[config.mk]
export PLATFORM = sky130hd
export DESIGN_NAME = mdfh_top
export DESIGN_NICKNAME = d
export VERILOG_FILES = /design/src/verilog/mdfh_pkg.sv /design/src/verilog/mdfh_mem_if.sv /design/src/verilog/mdfh_walker.sv /design/src/verilog/mdfh_mem_port.sv /design/src/verilog/mdfh_top.sv
export VERILOG_INCLUDE_DIRS = /design/src /design/src/verilog
export SDC_FILE = /design/constraint.sdc
export NUM_CORES = 1
export LEC_CHECK = 0
export BUFFER_PORTS_ARGS = -buffer_cell sky130_fd_sc_hd__buf_2
export CORE_UTILIZATION = 61
export DETAILED_ROUTE_END_ITERATION = 7
export PLACE_DENSITY_LB_ADDON = 0.25
export SLEW_MARGIN = 40
export SYNTH_ARGS = -nofsm -noshare
export SYNTH_HDL_FRONTEND = slang
export SYNTH_SLANG_ARGS = --single-unit
[constraint.sdc]
create_clock -name core_clk -period 11.2 [get_ports core_clk]
set_input_delay 1.68 -clock core_clk [delete_from_list [all_inputs] [get_ports core_clk]]
set_output_delay 1.68 -clock core_clk [all_outputs]
set_load 0.02 [all_outputs]
[src/verilog/mdfh_defs.svh]
// descriptor layout constants for the descriptor flag handler
`ifndef MDFH_DEFS_SVH
`define MDFH_DEFS_SVH
// ----------------------------------------
// word offsets (byte address = base + 4*index)
// ----------------------------------------
`define MDFH_W_NEXT 2'h0
`define MDFH_W_BUF 2'h1
`define MDFH_W_OFFLEN 2'h2
`define MDFH_W_FLAGS 2'h3
`define MDFH_WORD_BYTES 32'h0000_0004
`define MDFH_FLAGS_OFS 32'h0000_000C
// ----------------------------------------
// flag bit positions in word 3
// ----------------------------------------
`define MDFH_B_SOP 31
`define MDFH_B_EOP 30
`define MDFH_B_OWN 29
`define MDFH_B_EOQ 28
`define MDFH_B_TDN 27
`define MDFH_B_PCRC 26
`define MDFH_CRC_BYTES 16'h0004
`define MDFH_NULL 32'h0000_0000
`define MDFH_ALIGN_MASK 32'h0000_0003
`endif

[src/verilog/mdfh_pkg.sv]
// types for the descriptor flag handler
package mdfh_pkg;
  // walker states, one-hot
  typedef enum logic [6:0] {
    MDFH_IDLE  = 7'h01,
    MDFH_RDNXT = 7'h02,
    MDFH_RDFLG = 7'h04,
    MDFH_XFER  = 7'h08,
    MDFH_WREND = 7'h10,
    MDFH_WRSOP = 7'h20,
    MDFH_HALT  = 7'h40
  } mdfh_state_t;
endpackage : mdfh_pkg

[src/verilog/mdfh_mem_if.sv]
// memory master carrier between walker and port
`timescale 1ns/1ps
interface mdfh_mem_if;
  logic req; // access request
  logic we; // write when high
  logic [31:0] addr; // word aligned byte address
  logic [31:0] wdata; // write data
  logic ack; // one-cycle completion
  logic [31:0] rdata; // read data at ack
  modport walker (output req, output we, output addr, output wdata, input ack, input rdata);
  modport port (input req, input we, input addr, input wdata, output ack, output rdata);
endinterface : mdfh_mem_if

[src/verilog/mdfh_walker.sv]
// descriptor list walker: flags, halt, teardown and crc choice
//
// How it works
// eop and null link: set queue-end, halt
// software clears queue-end before linking
// queue-end written only on packet-end descriptors
// teardown marks packet-start of aborted packet
// teardown touches only first unsent packet
// passthrough set: send data, no crc
// passthrough clear: append four crc bytes
// software counts crc in lengths if passthrough
// descriptor is four aligned words
// null link ends queue, never written
// software sets link before queueing
// late relink followed, else halt
// software checks queue-end to restart
// buffer pointer read, never modified
// ownership cleared on packet-start when done
// flags at bits 31..26 in word 3
// flag writes are read-modify-write of word 3
`timescale 1ns/1ps
`include "mdfh_defs.svh"
module mdfh_walker (
  input wire logic core_clk,
  input wire logic srst,
  input wire logic start, // pulse: begin walk at head_ptr
  input wire logic [31:0] head_ptr, // first descriptor address
  input wire logic teardown, // pulse: abort queue
  output logic busy, // walker active
  output logic halted, // channel halted on end of queue
  output logic teardown_done, // pulse: teardown marked
  output logic align_err, // pulse: misaligned descriptor refused
  output logic xfer_valid, // descriptor handed to datapath
  output logic [31:0] xfer_buf, // buffer pointer
  output logic [15:0] xfer_len, // buffer length
  output logic xfer_sop, // packet start descriptor
  output logic xfer_eop, // packet end descriptor
  output logic xfer_append_crc, // datapath must append crc
  output logic [15:0] xfer_crc_bytes, // crc bytes appended
  input wire logic xfer_done, // pulse: datapath finished buffer
  mdfh_mem_if.walker mi
);
  // ----------------------------------------
  // state
  // ----------------------------------------
  typedef struct packed {
    mdfh_pkg::mdfh_state_t st; // walker state
    logic [31:0] cur; // current descriptor
    logic [31:0] sop_addr; // packet start descriptor
    logic [31:0] nxt; // link as read
    logic [31:0] bufp; // buffer pointer
    logic [31:0] w3; // flags/length word
    logic [31:0] sop_w3; // word 3 of packet start descriptor as read
    logic [1:0] widx; // word being read
    logic pcrc; // passthrough of current packet
    logic tdn; // teardown pending
    logic tdn_pulse; // teardown done pulse
    logic aerr; // alignment error pulse
    logic sop_wr_done; // ownership written flag, cleared on each packet start and never set
  } mdfh_walk_t;
  mdfh_walk_t q, next_q;
  // word address inside a descriptor, used for every fetch
  function automatic logic [31:0] mdfh_waddr(input logic [31:0] base, input logic [1:0] idx);
    mdfh_waddr = base + ({30'h0000_0000, idx} * `MDFH_WORD_BYTES);
  endfunction : mdfh_waddr
  // ----------------------------------------
  // next state
  // ----------------------------------------
  always_comb begin
    next_q = q;
    next_q.tdn_pulse = 1'b0;
    next_q.aerr = 1'b0;
    case (q.st)
      mdfh_pkg::MDFH_IDLE, mdfh_pkg::MDFH_HALT: begin
        if (start) begin
          if ((head_ptr & `MDFH_ALIGN_MASK) != `MDFH_NULL) begin
            next_q.aerr = 1'b1;
          end else if (head_ptr != `MDFH_NULL) begin
            next_q.cur = head_ptr;
            next_q.widx = `MDFH_W_NEXT;
            next_q.st = mdfh_pkg::MDFH_RDNXT;
          end
        end
      end
      // read words 0..2; pointers are only read
      mdfh_pkg::MDFH_RDNXT: begin
        if (mi.ack) begin
          case (q.widx)
            `MDFH_W_NEXT: next_q.nxt = mi.rdata;
            `MDFH_W_BUF: next_q.bufp = mi.rdata;
            default: next_q.w3 = mi.rdata;
          endcase
          next_q.widx = q.widx + 2'h1;
          if (q.widx == `MDFH_W_OFFLEN) begin
            next_q.st = mdfh_pkg::MDFH_RDFLG;
          end
        end
      end
      mdfh_pkg::MDFH_RDFLG: begin
        if (mi.ack) begin
          // flags and length of this descriptor
          next_q.w3 = mi.rdata;
          next_q.bufp = q.bufp;
          if (mi.rdata[`MDFH_B_SOP]) begin
            next_q.sop_addr = q.cur;
            next_q.sop_w3 = mi.rdata;
            next_q.pcrc = mi.rdata[`MDFH_B_PCRC];
            next_q.sop_wr_done = 1'b0;
          end
          if (q.tdn && mi.rdata[`MDFH_B_SOP]) begin
            next_q.st = mdfh_pkg::MDFH_WRSOP;
          end else begin
            next_q.st = mdfh_pkg::MDFH_XFER;
          end
        end
      end
      mdfh_pkg::MDFH_XFER: begin
        if (xfer_done) begin
          if (q.w3[`MDFH_B_EOP]) begin
            next_q.st = mdfh_pkg::MDFH_WREND;
          end else begin
            next_q.cur = q.nxt;
            next_q.widx = `MDFH_W_NEXT;
            next_q.st = mdfh_pkg::MDFH_RDNXT;
          end
        end
      end
      // end of packet: write queue-end into eop word, then ownership
      mdfh_pkg::MDFH_WREND: begin
        if (mi.ack) begin
          next_q.st = mdfh_pkg::MDFH_WRSOP;
        end
      end
      mdfh_pkg::MDFH_WRSOP: begin
        if (mi.ack) begin
          if (q.tdn) begin
            next_q.tdn = 1'b0;
            next_q.tdn_pulse = 1'b1;
            next_q.st = mdfh_pkg::MDFH_IDLE;
          end else if (q.nxt == `MDFH_NULL) begin
            next_q.st = mdfh_pkg::MDFH_HALT;
          end else begin
            next_q.cur = q.nxt;
            next_q.widx = `MDFH_W_NEXT;
            next_q.st = mdfh_pkg::MDFH_RDNXT;
          end
        end
      end
      default: next_q.st = mdfh_pkg::MDFH_IDLE;
    endcase
    // set wins: a request arriving as the last one is marked stays pending
    if (teardown) begin
      next_q.tdn = 1'b1;
    end
  end
  always_ff @(posedge core_clk) begin
    if (srst) begin
      q <= '0;
      q.st <= mdfh_pkg::MDFH_IDLE;
    end else begin
      q <= next_q;
    end
  end
  // ----------------------------------------
  // memory requests
  // ----------------------------------------
  // write words keep length and other flags; only target bits change
  logic [31:0] eop_word; // word 3 of eop descriptor with queue-end
  logic [31:0] sop_word; // word 3 value for sop descriptor
  always_comb begin
    eop_word = q.w3;
    eop_word[`MDFH_B_EOQ] = q.w3[`MDFH_B_EOP] & (q.nxt == `MDFH_NULL);
    // start word as read keeps its own length and flags, also for multi-fragment packets
    sop_word = q.sop_w3;
    sop_word[`MDFH_B_OWN] = 1'b0;
    if (q.tdn) begin
      sop_word[`MDFH_B_TDN] = 1'b1;
    end
    // single fragment: second write must not undo queue-end; an aborted packet never halts
    if (q.w3[`MDFH_B_SOP] && !q.tdn) begin
      sop_word[`MDFH_B_EOQ] = eop_word[`MDFH_B_EOQ];
    end
  end
  assign mi.req = (q.st == mdfh_pkg::MDFH_RDNXT) || (q.st == mdfh_pkg::MDFH_RDFLG)
    || (q.st == mdfh_pkg::MDFH_WREND) || (q.st == mdfh_pkg::MDFH_WRSOP);
  assign mi.we = (q.st == mdfh_pkg::MDFH_WREND) || (q.st == mdfh_pkg::MDFH_WRSOP);
  assign mi.addr = (q.st == mdfh_pkg::MDFH_RDNXT) ? mdfh_waddr(q.cur, q.widx)
    : (q.st == mdfh_pkg::MDFH_WRSOP) ? mdfh_waddr(q.sop_addr, `MDFH_W_FLAGS)
    : mdfh_waddr(q.cur, `MDFH_W_FLAGS);
  assign mi.wdata = (q.st == mdfh_pkg::MDFH_WRSOP) ? sop_word : eop_word;
  // ----------------------------------------
  // outputs
  // ----------------------------------------
  assign busy = (q.st != mdfh_pkg::MDFH_IDLE) && (q.st != mdfh_pkg::MDFH_HALT);
  assign halted = (q.st == mdfh_pkg::MDFH_HALT);
  assign teardown_done = q.tdn_pulse;
  assign align_err = q.aerr;
  assign xfer_valid = (q.st == mdfh_pkg::MDFH_XFER);
  assign xfer_buf = q.bufp;
  assign xfer_len = q.w3[15:0];
  assign xfer_sop = q.w3[`MDFH_B_SOP];
  assign xfer_eop = q.w3[`MDFH_B_EOP];
  assign xfer_append_crc = ~q.pcrc;
  assign xfer_crc_bytes = q.pcrc ? 16'h0000 : `MDFH_CRC_BYTES;
  // ----------------------------------------
  // checks
  // ----------------------------------------
  logic [31:0] rmw_ref; // word that the current write must preserve
  logic [31:0] wr_base; // descriptor that the current write targets
  assign rmw_ref = (q.st == mdfh_pkg::MDFH_WRSOP) ? q.sop_w3 : q.w3;
  assign wr_base = (q.st == mdfh_pkg::MDFH_WRSOP) ? q.sop_addr : q.cur;
  AST_HALT_NULL: assert property (@(posedge core_clk) disable iff (srst)
    (q.st == mdfh_pkg::MDFH_WRSOP && mi.ack && !q.tdn && q.nxt == `MDFH_NULL) |=> halted)
    else $error("no halt on null link");
  AST_EOQ_EOP: assert property (@(posedge core_clk) disable iff (srst)
    (mi.req && mi.we && mi.wdata[`MDFH_B_EOQ] && q.st == mdfh_pkg::MDFH_WREND) |-> mi.wdata[`MDFH_B_EOP])
    else $error("queue-end on non-eop");
  AST_TDN_MARK: assert property (@(posedge core_clk) disable iff (srst)
    (q.st == mdfh_pkg::MDFH_WRSOP && q.tdn && mi.req) |-> mi.wdata[`MDFH_B_TDN])
    else $error("teardown flag missing");
  AST_TDN_STOP: assert property (@(posedge core_clk) disable iff (srst)
    teardown_done |-> (q.st == mdfh_pkg::MDFH_IDLE && !mi.req))
    else $error("walk continued after teardown");
  AST_CRC_PASS: assert property (@(posedge core_clk) disable iff (srst)
    (xfer_valid && q.pcrc) |-> (!xfer_append_crc && xfer_crc_bytes == 16'h0000))
    else $error("crc added in passthrough");
  AST_CRC_GEN: assert property (@(posedge core_clk) disable iff (srst)
    (xfer_valid && !q.pcrc) |-> (xfer_append_crc && xfer_crc_bytes == `MDFH_CRC_BYTES))
    else $error("crc not appended");
  AST_ALIGN: assert property (@(posedge core_clk) disable iff (srst)
    mi.req |-> (mi.addr[1:0] == 2'h0))
    else $error("unaligned descriptor access");
  AST_NO_LINK_WR: assert property (@(posedge core_clk) disable iff (srst)
    (mi.req && mi.we) |-> (mi.addr == wr_base + `MDFH_FLAGS_OFS))
    else $error("write outside flag word");
  AST_OWN_CLR: assert property (@(posedge core_clk) disable iff (srst)
    (q.st == mdfh_pkg::MDFH_WRSOP && mi.req) |-> (!mi.wdata[`MDFH_B_OWN] && mi.addr == q.sop_addr + `MDFH_FLAGS_OFS))
    else $error("ownership not cleared on sop");
  AST_RMW: assert property (@(posedge core_clk) disable iff (srst)
    (mi.req && mi.we) |-> (mi.wdata[25:0] == rmw_ref[25:0] && mi.wdata[31:30] == rmw_ref[31:30]))
    else $error("write altered preserved bits");
  COV_HALT: cover property (@(posedge core_clk) disable iff (srst) $rose(halted));
  COV_TDN: cover property (@(posedge core_clk) disable iff (srst) teardown_done);
  COV_PASS: cover property (@(posedge core_clk) disable iff (srst) xfer_valid && q.pcrc);
  COV_CHAIN: cover property (@(posedge core_clk) disable iff (srst)
    (q.st == mdfh_pkg::MDFH_XFER && !q.w3[`MDFH_B_EOP] && xfer_done));
endmodule : mdfh_walker

[src/verilog/mdfh_mem_port.sv]
// pass-through bus master port registering read data
`timescale 1ns/1ps
module mdfh_mem_port (
  input wire logic core_clk,
  input wire logic srst,
  mdfh_mem_if.port mi,
  output logic mem_req,
  output logic mem_we,
  output logic [31:0] mem_addr,
  output logic [31:0] mem_wdata,
  input wire logic mem_ack,
  input wire logic [31:0] mem_rdata
);
  // ----------------------------------------
  // state
  // ----------------------------------------
  typedef struct packed {
    logic [31:0] rd; // captured read word
    logic ack; // delayed ack
  } mdfh_port_t;
  mdfh_port_t q, next_q;
  // capture memory answer one cycle late so walker sees registered data
  always_comb begin
    next_q = q;
    next_q.ack = mem_ack & ~q.ack;
    if (mem_ack) begin
      next_q.rd = mem_rdata;
    end
  end
  always_ff @(posedge core_clk) begin
    if (srst) begin
      q <= '0;
    end else begin
      q <= next_q;
    end
  end
  // request held until memory acks; walker holds req stable
  assign mem_req = mi.req & ~q.ack;
  assign mem_we = mi.we;
  assign mem_addr = mi.addr;
  assign mem_wdata = mi.wdata;
  assign mi.ack = q.ack;
  assign mi.rdata = q.rd;
endmodule : mdfh_mem_port

[src/verilog/mdfh_top.sv]
// top of the descriptor flag handler: walker plus memory port
`timescale 1ns/1ps
module mdfh_top (
  input wire logic core_clk,
  input wire logic srst,
  input wire logic start,
  input wire logic [31:0] head_ptr,
  input wire logic teardown,
  output logic busy,
  output logic halted,
  output logic teardown_done,
  output logic align_err,
  output logic xfer_valid,
  output logic [31:0] xfer_buf,
  output logic [15:0] xfer_len,
  output logic xfer_sop,
  output logic xfer_eop,
  output logic xfer_append_crc,
  output logic [15:0] xfer_crc_bytes,
  input wire logic xfer_done,
  output logic mem_req,
  output logic mem_we,
  output logic [31:0] mem_addr,
  output logic [31:0] mem_wdata,
  input wire logic mem_ack,
  input wire logic [31:0] mem_rdata
);
  mdfh_mem_if mi (); // walker to port carrier
  mdfh_walker u_walk (.core_clk(core_clk), .srst(srst), .start(start), .head_ptr(head_ptr),
    .teardown(teardown), .busy(busy), .halted(halted), .teardown_done(teardown_done),
    .align_err(align_err), .xfer_valid(xfer_valid), .xfer_buf(xfer_buf), .xfer_len(xfer_len),
    .xfer_sop(xfer_sop), .xfer_eop(xfer_eop), .xfer_append_crc(xfer_append_crc),
    .xfer_crc_bytes(xfer_crc_bytes), .xfer_done(xfer_done), .mi(mi.walker));
  mdfh_mem_port u_port (.core_clk(core_clk), .srst(srst), .mi(mi.port), .mem_req(mem_req),
    .mem_we(mem_we), .mem_addr(mem_addr), .mem_wdata(mem_wdata), .mem_ack(mem_ack),
    .mem_rdata(mem_rdata));
endmodule : mdfh_top

==> flow_summary.ini <==
[clock_network]
clk-insertion-delay-late_ns = 0.52
tritoncts.num_buffers = 25
clock_sink_count = 235
clock_tree.buffer_depth = 3
htree_levels = 1
cts.clk_slew.worst_paths_ns = 0.06
cts_setup_buffers = 0
tritoncts = yes
cts_resized = 0
cts_root_buf = sky130_fd_sc_hd__clkbuf_16
cts-hold-fix-buffers = 0

[setup_path]
reg2reg_from = u_walk.q[205]
worst-endpoint-arrival_ns = 4.18
worst-endpoint-required_ns = 9.52
setup.worst_path.class = reg -> out
worstSetupEndpointType = primary output
critical_path_peak_fanout = 16
reg2reg_slack_ns = 7.49
r2r_cells = 9
r2r_end = u_walk.q[172]
startpoint_type = register

[detailed_routing]
violation_count_after_the_first_detailed_routing_iteration = 1071
1st_pass_router_iterations = 5
vias_per_cell = 5.97
route.final.wire_length_mm = 35.0
avgRoutedWirePerCell_um = 17.7
via_count = 11800
postRouteAntennaNets = 0
drc = 0

[synth]
yosysSeqAreaShare_pct = 38.4
synth_seq_cells = 235
postSynthAreaPerCell_um2 = 7.47
synth_ff_type = sky130_fd_sc_hd__dfxtp_1
synth-edff-count = 0
syn-instance-count = 1641
ys_warn_count = 0
synth_cell_type_count = 71
async_flop_share_pct = 0
mappedNetlistArea_um2 = 12300

[timing]
timing_worst_slew_pin_value_ns = 0.827
slew_violations = 0
final_min_period_over_clock_period_pct = 52.3
hold_viol = 0
timing.setup.tns_ns = 0
fmax_mhz = 171
finalSetupViolations = 0
finClkSkew_ns = 0.0207
post-route-min-period_ns = 5.86
timing.final.ws_setup_ns = 5.34
grt_setup_unrepaired = false
max_slew_margin_pct = 44.9

[global_route]
congestion_overflow_gr = 0
first_pass_grt_wire_length_mm = 55.3
grt_util_all_layers_pct = 33.6
first_global_vias = 10700
largest_net_degree_at_the_start_of_global_routing = 146
antenna_found_initial = 1

[final_layout]
stdcell_area_um2 = 13600
layout_commonest_cell = sky130_fd_sc_hd__nand2_1
non_filler_instances = 1975
area.growth.synth_to_final_pct = 10.9
share_of_post_route_cells_with_drive_strength_above_1_pct = 16.4
most-common-layout-cells = 454 x sky130_fd_sc_hd__nand2_1, 235 x sky130_fd_sc_hd__dfxtp_1, 233 x sky130_fd_sc_hd__a21oi_1, 190 x sky130_fd_sc_hd__buf_2, 76 x sky130_fd_sc_hd__nor2_1
antenna_cells = 0
nets = 1772

[die]
coreArea_um2 = 19600
starting_density_of_the_core_pct = 62.5
dieArea_um2 = 20700
num_io_pins = 208
chipWidth_um = 144
row_count = 51
die-height_um = 144

[place]
dpl_worst_slack_ns = 5.91
place.gp.congestion = 0.967
place.detailed.instances = 1932
placement.cell_area_um2 = 12800
io_buffers = 192
dp_hpwl_mm = 23.5

[power]
power_leakage_nw = 5.39
max-vdd-ir-drop_v = 0.000177
power.density_nw_per_um2 = 171

[worst_hold_path]
whs_path_depth = 2
path_category_of_the_worst_min_delay_check = reg -> reg
min_to = u_walk.xfer_buf[28]
holdCritStartpoint = u_walk.xfer_buf[28]

[flow_run]
cap_viol_max_count = 0

[run_status]
outcome = complete, no violations
==> kinds of logic after synthesis <==
logic type,Yosys count,share of synthesized area [%]
simple gates,697,24.9
mux,79,6.53
other cells,1,0.0306
fa+ha+maj,7,0.776
xor+xnor,33,2.36
buf+inv,214,8.93
flops,235,38.4
compound gates,375,18.1
==> routing by layer <==
metal | vias up | part of all wire (%) | track usage (%)
met3 | 86 | 8.8 | 5.80
met5 | - | 0.029 | 0
met1 | 5509 | 42 | 44.6
met2 | 535 | 46 | 54.0
li1 | 5662 | - | -
met4 | 2 | 3.4 | 13.4
==> cell usage after synthesis (all sizes together) (7+ instances only) <==
cell type / instances / area [um2]
nand2: 456 / 1710
dfxtp: 235 / 4700
a21oi: 233 / 1170
clkbuf: 105 / 394
buf: 96 / 651
nor2: 77 / 292
mux2i: 75 / 754
a211oi: 41 / 308
nand3: 28 / 140
nor4: 28 / 196
o21ai: 27 / 135
xnor2: 26 / 228
nand4: 25 / 156
nor3: 22 / 115
inv: 13 / 48.8
and3: 12 / 75.1
o22ai: 11 / 68.8
and2: 9 / 56.3
o21a: 7 / 52.6
xor2: 7 / 61.3
==> how the worst max path moves through the flow <==
stage                        startpoint            to  slack [ns]
after floorplan           u_walk.q[205]  mem_addr[20]        5.62
after global placement    u_walk.q[205]  mem_addr[22]        6.03
after detailed placement  u_walk.q[205]  mem_addr[24]        5.91
after CTS                 u_walk.q[205]  mem_addr[24]        5.38
after global routing      u_walk.q[205]  mem_addr[24]        5.14
final                     u_walk.q[205]  mem_addr[24]        5.34
==> cell type report <==
type                            count  area (um2)
Clock buffer                       37         741
Clock inverter                      5        31.3
Fill cell                        1673        6010
Inverter                           13        48.8
Multi-Input combinational cell   1206        6560
Sequential cell                   235        4700
Tap cell                          265         332
Timing Repair Buffer              214        1160
==> critical path, stage by stage, from the launching register on <==
cell                      delay (ns)
sky130_fd_sc_hd__dfxtp_1        0.39
sky130_fd_sc_hd__or4b_1         0.68
sky130_fd_sc_hd__nor2_4         0.44
sky130_fd_sc_hd__mux2i_1        0.18
sky130_fd_sc_hd__ha_1           0.31
sky130_fd_sc_hd__nor4_1         0.42
sky130_fd_sc_hd__a32oi_1        0.16
sky130_fd_sc_hd__buf_4          0.25
sky130_fd_sc_hd__or3_1          0.36
sky130_fd_sc_hd__a32oi_1        0.22
sky130_fd_sc_hd__a21oi_1        0.07
sky130_fd_sc_hd__buf_2          0.20
==> report_power, final <==
part,internal (mW),switching (mW),total [mW]
Clock,0.454,0.326,0.780
Combinational,0.207,0.338,0.544
Sequential,0.886,0.110,0.995
Total,1.55,0.774,2.32
==> flip-flops by register name (all words and copies together) (netlist names) <==
| register | cells |
|---|---|
| u_walk.xfer_buf | 32 |
| u_walk.xfer_len | 16 |
| u_port.mi.rdata | 32 |
| u_port.mi.ack | 1 |
| u_walk.teardown_done | 1 |
| u_walk.align_err | 1 |
| u_walk.q | 137 |
| u_walk.xfer_eop | 1 |
| u_walk.xfer_sop | 1 |
| u_walk.eop_word | 13 |
==> stage by stage <==
step	total power [mW]	utilization, %	hold WS (ns)
6_report	2.32	69.3	0.449
5_1_grt	2.42	69.3	0.463
4_1_cts	2.32	69.2	0.451
3_5_place_dp	1.54	65.2	0.443
3_3_place_gp	1.53	65.0	0.437
2_1_floorplan	1.39	-	0.432
No activity file was read; power rests on OpenSTA's default activity.
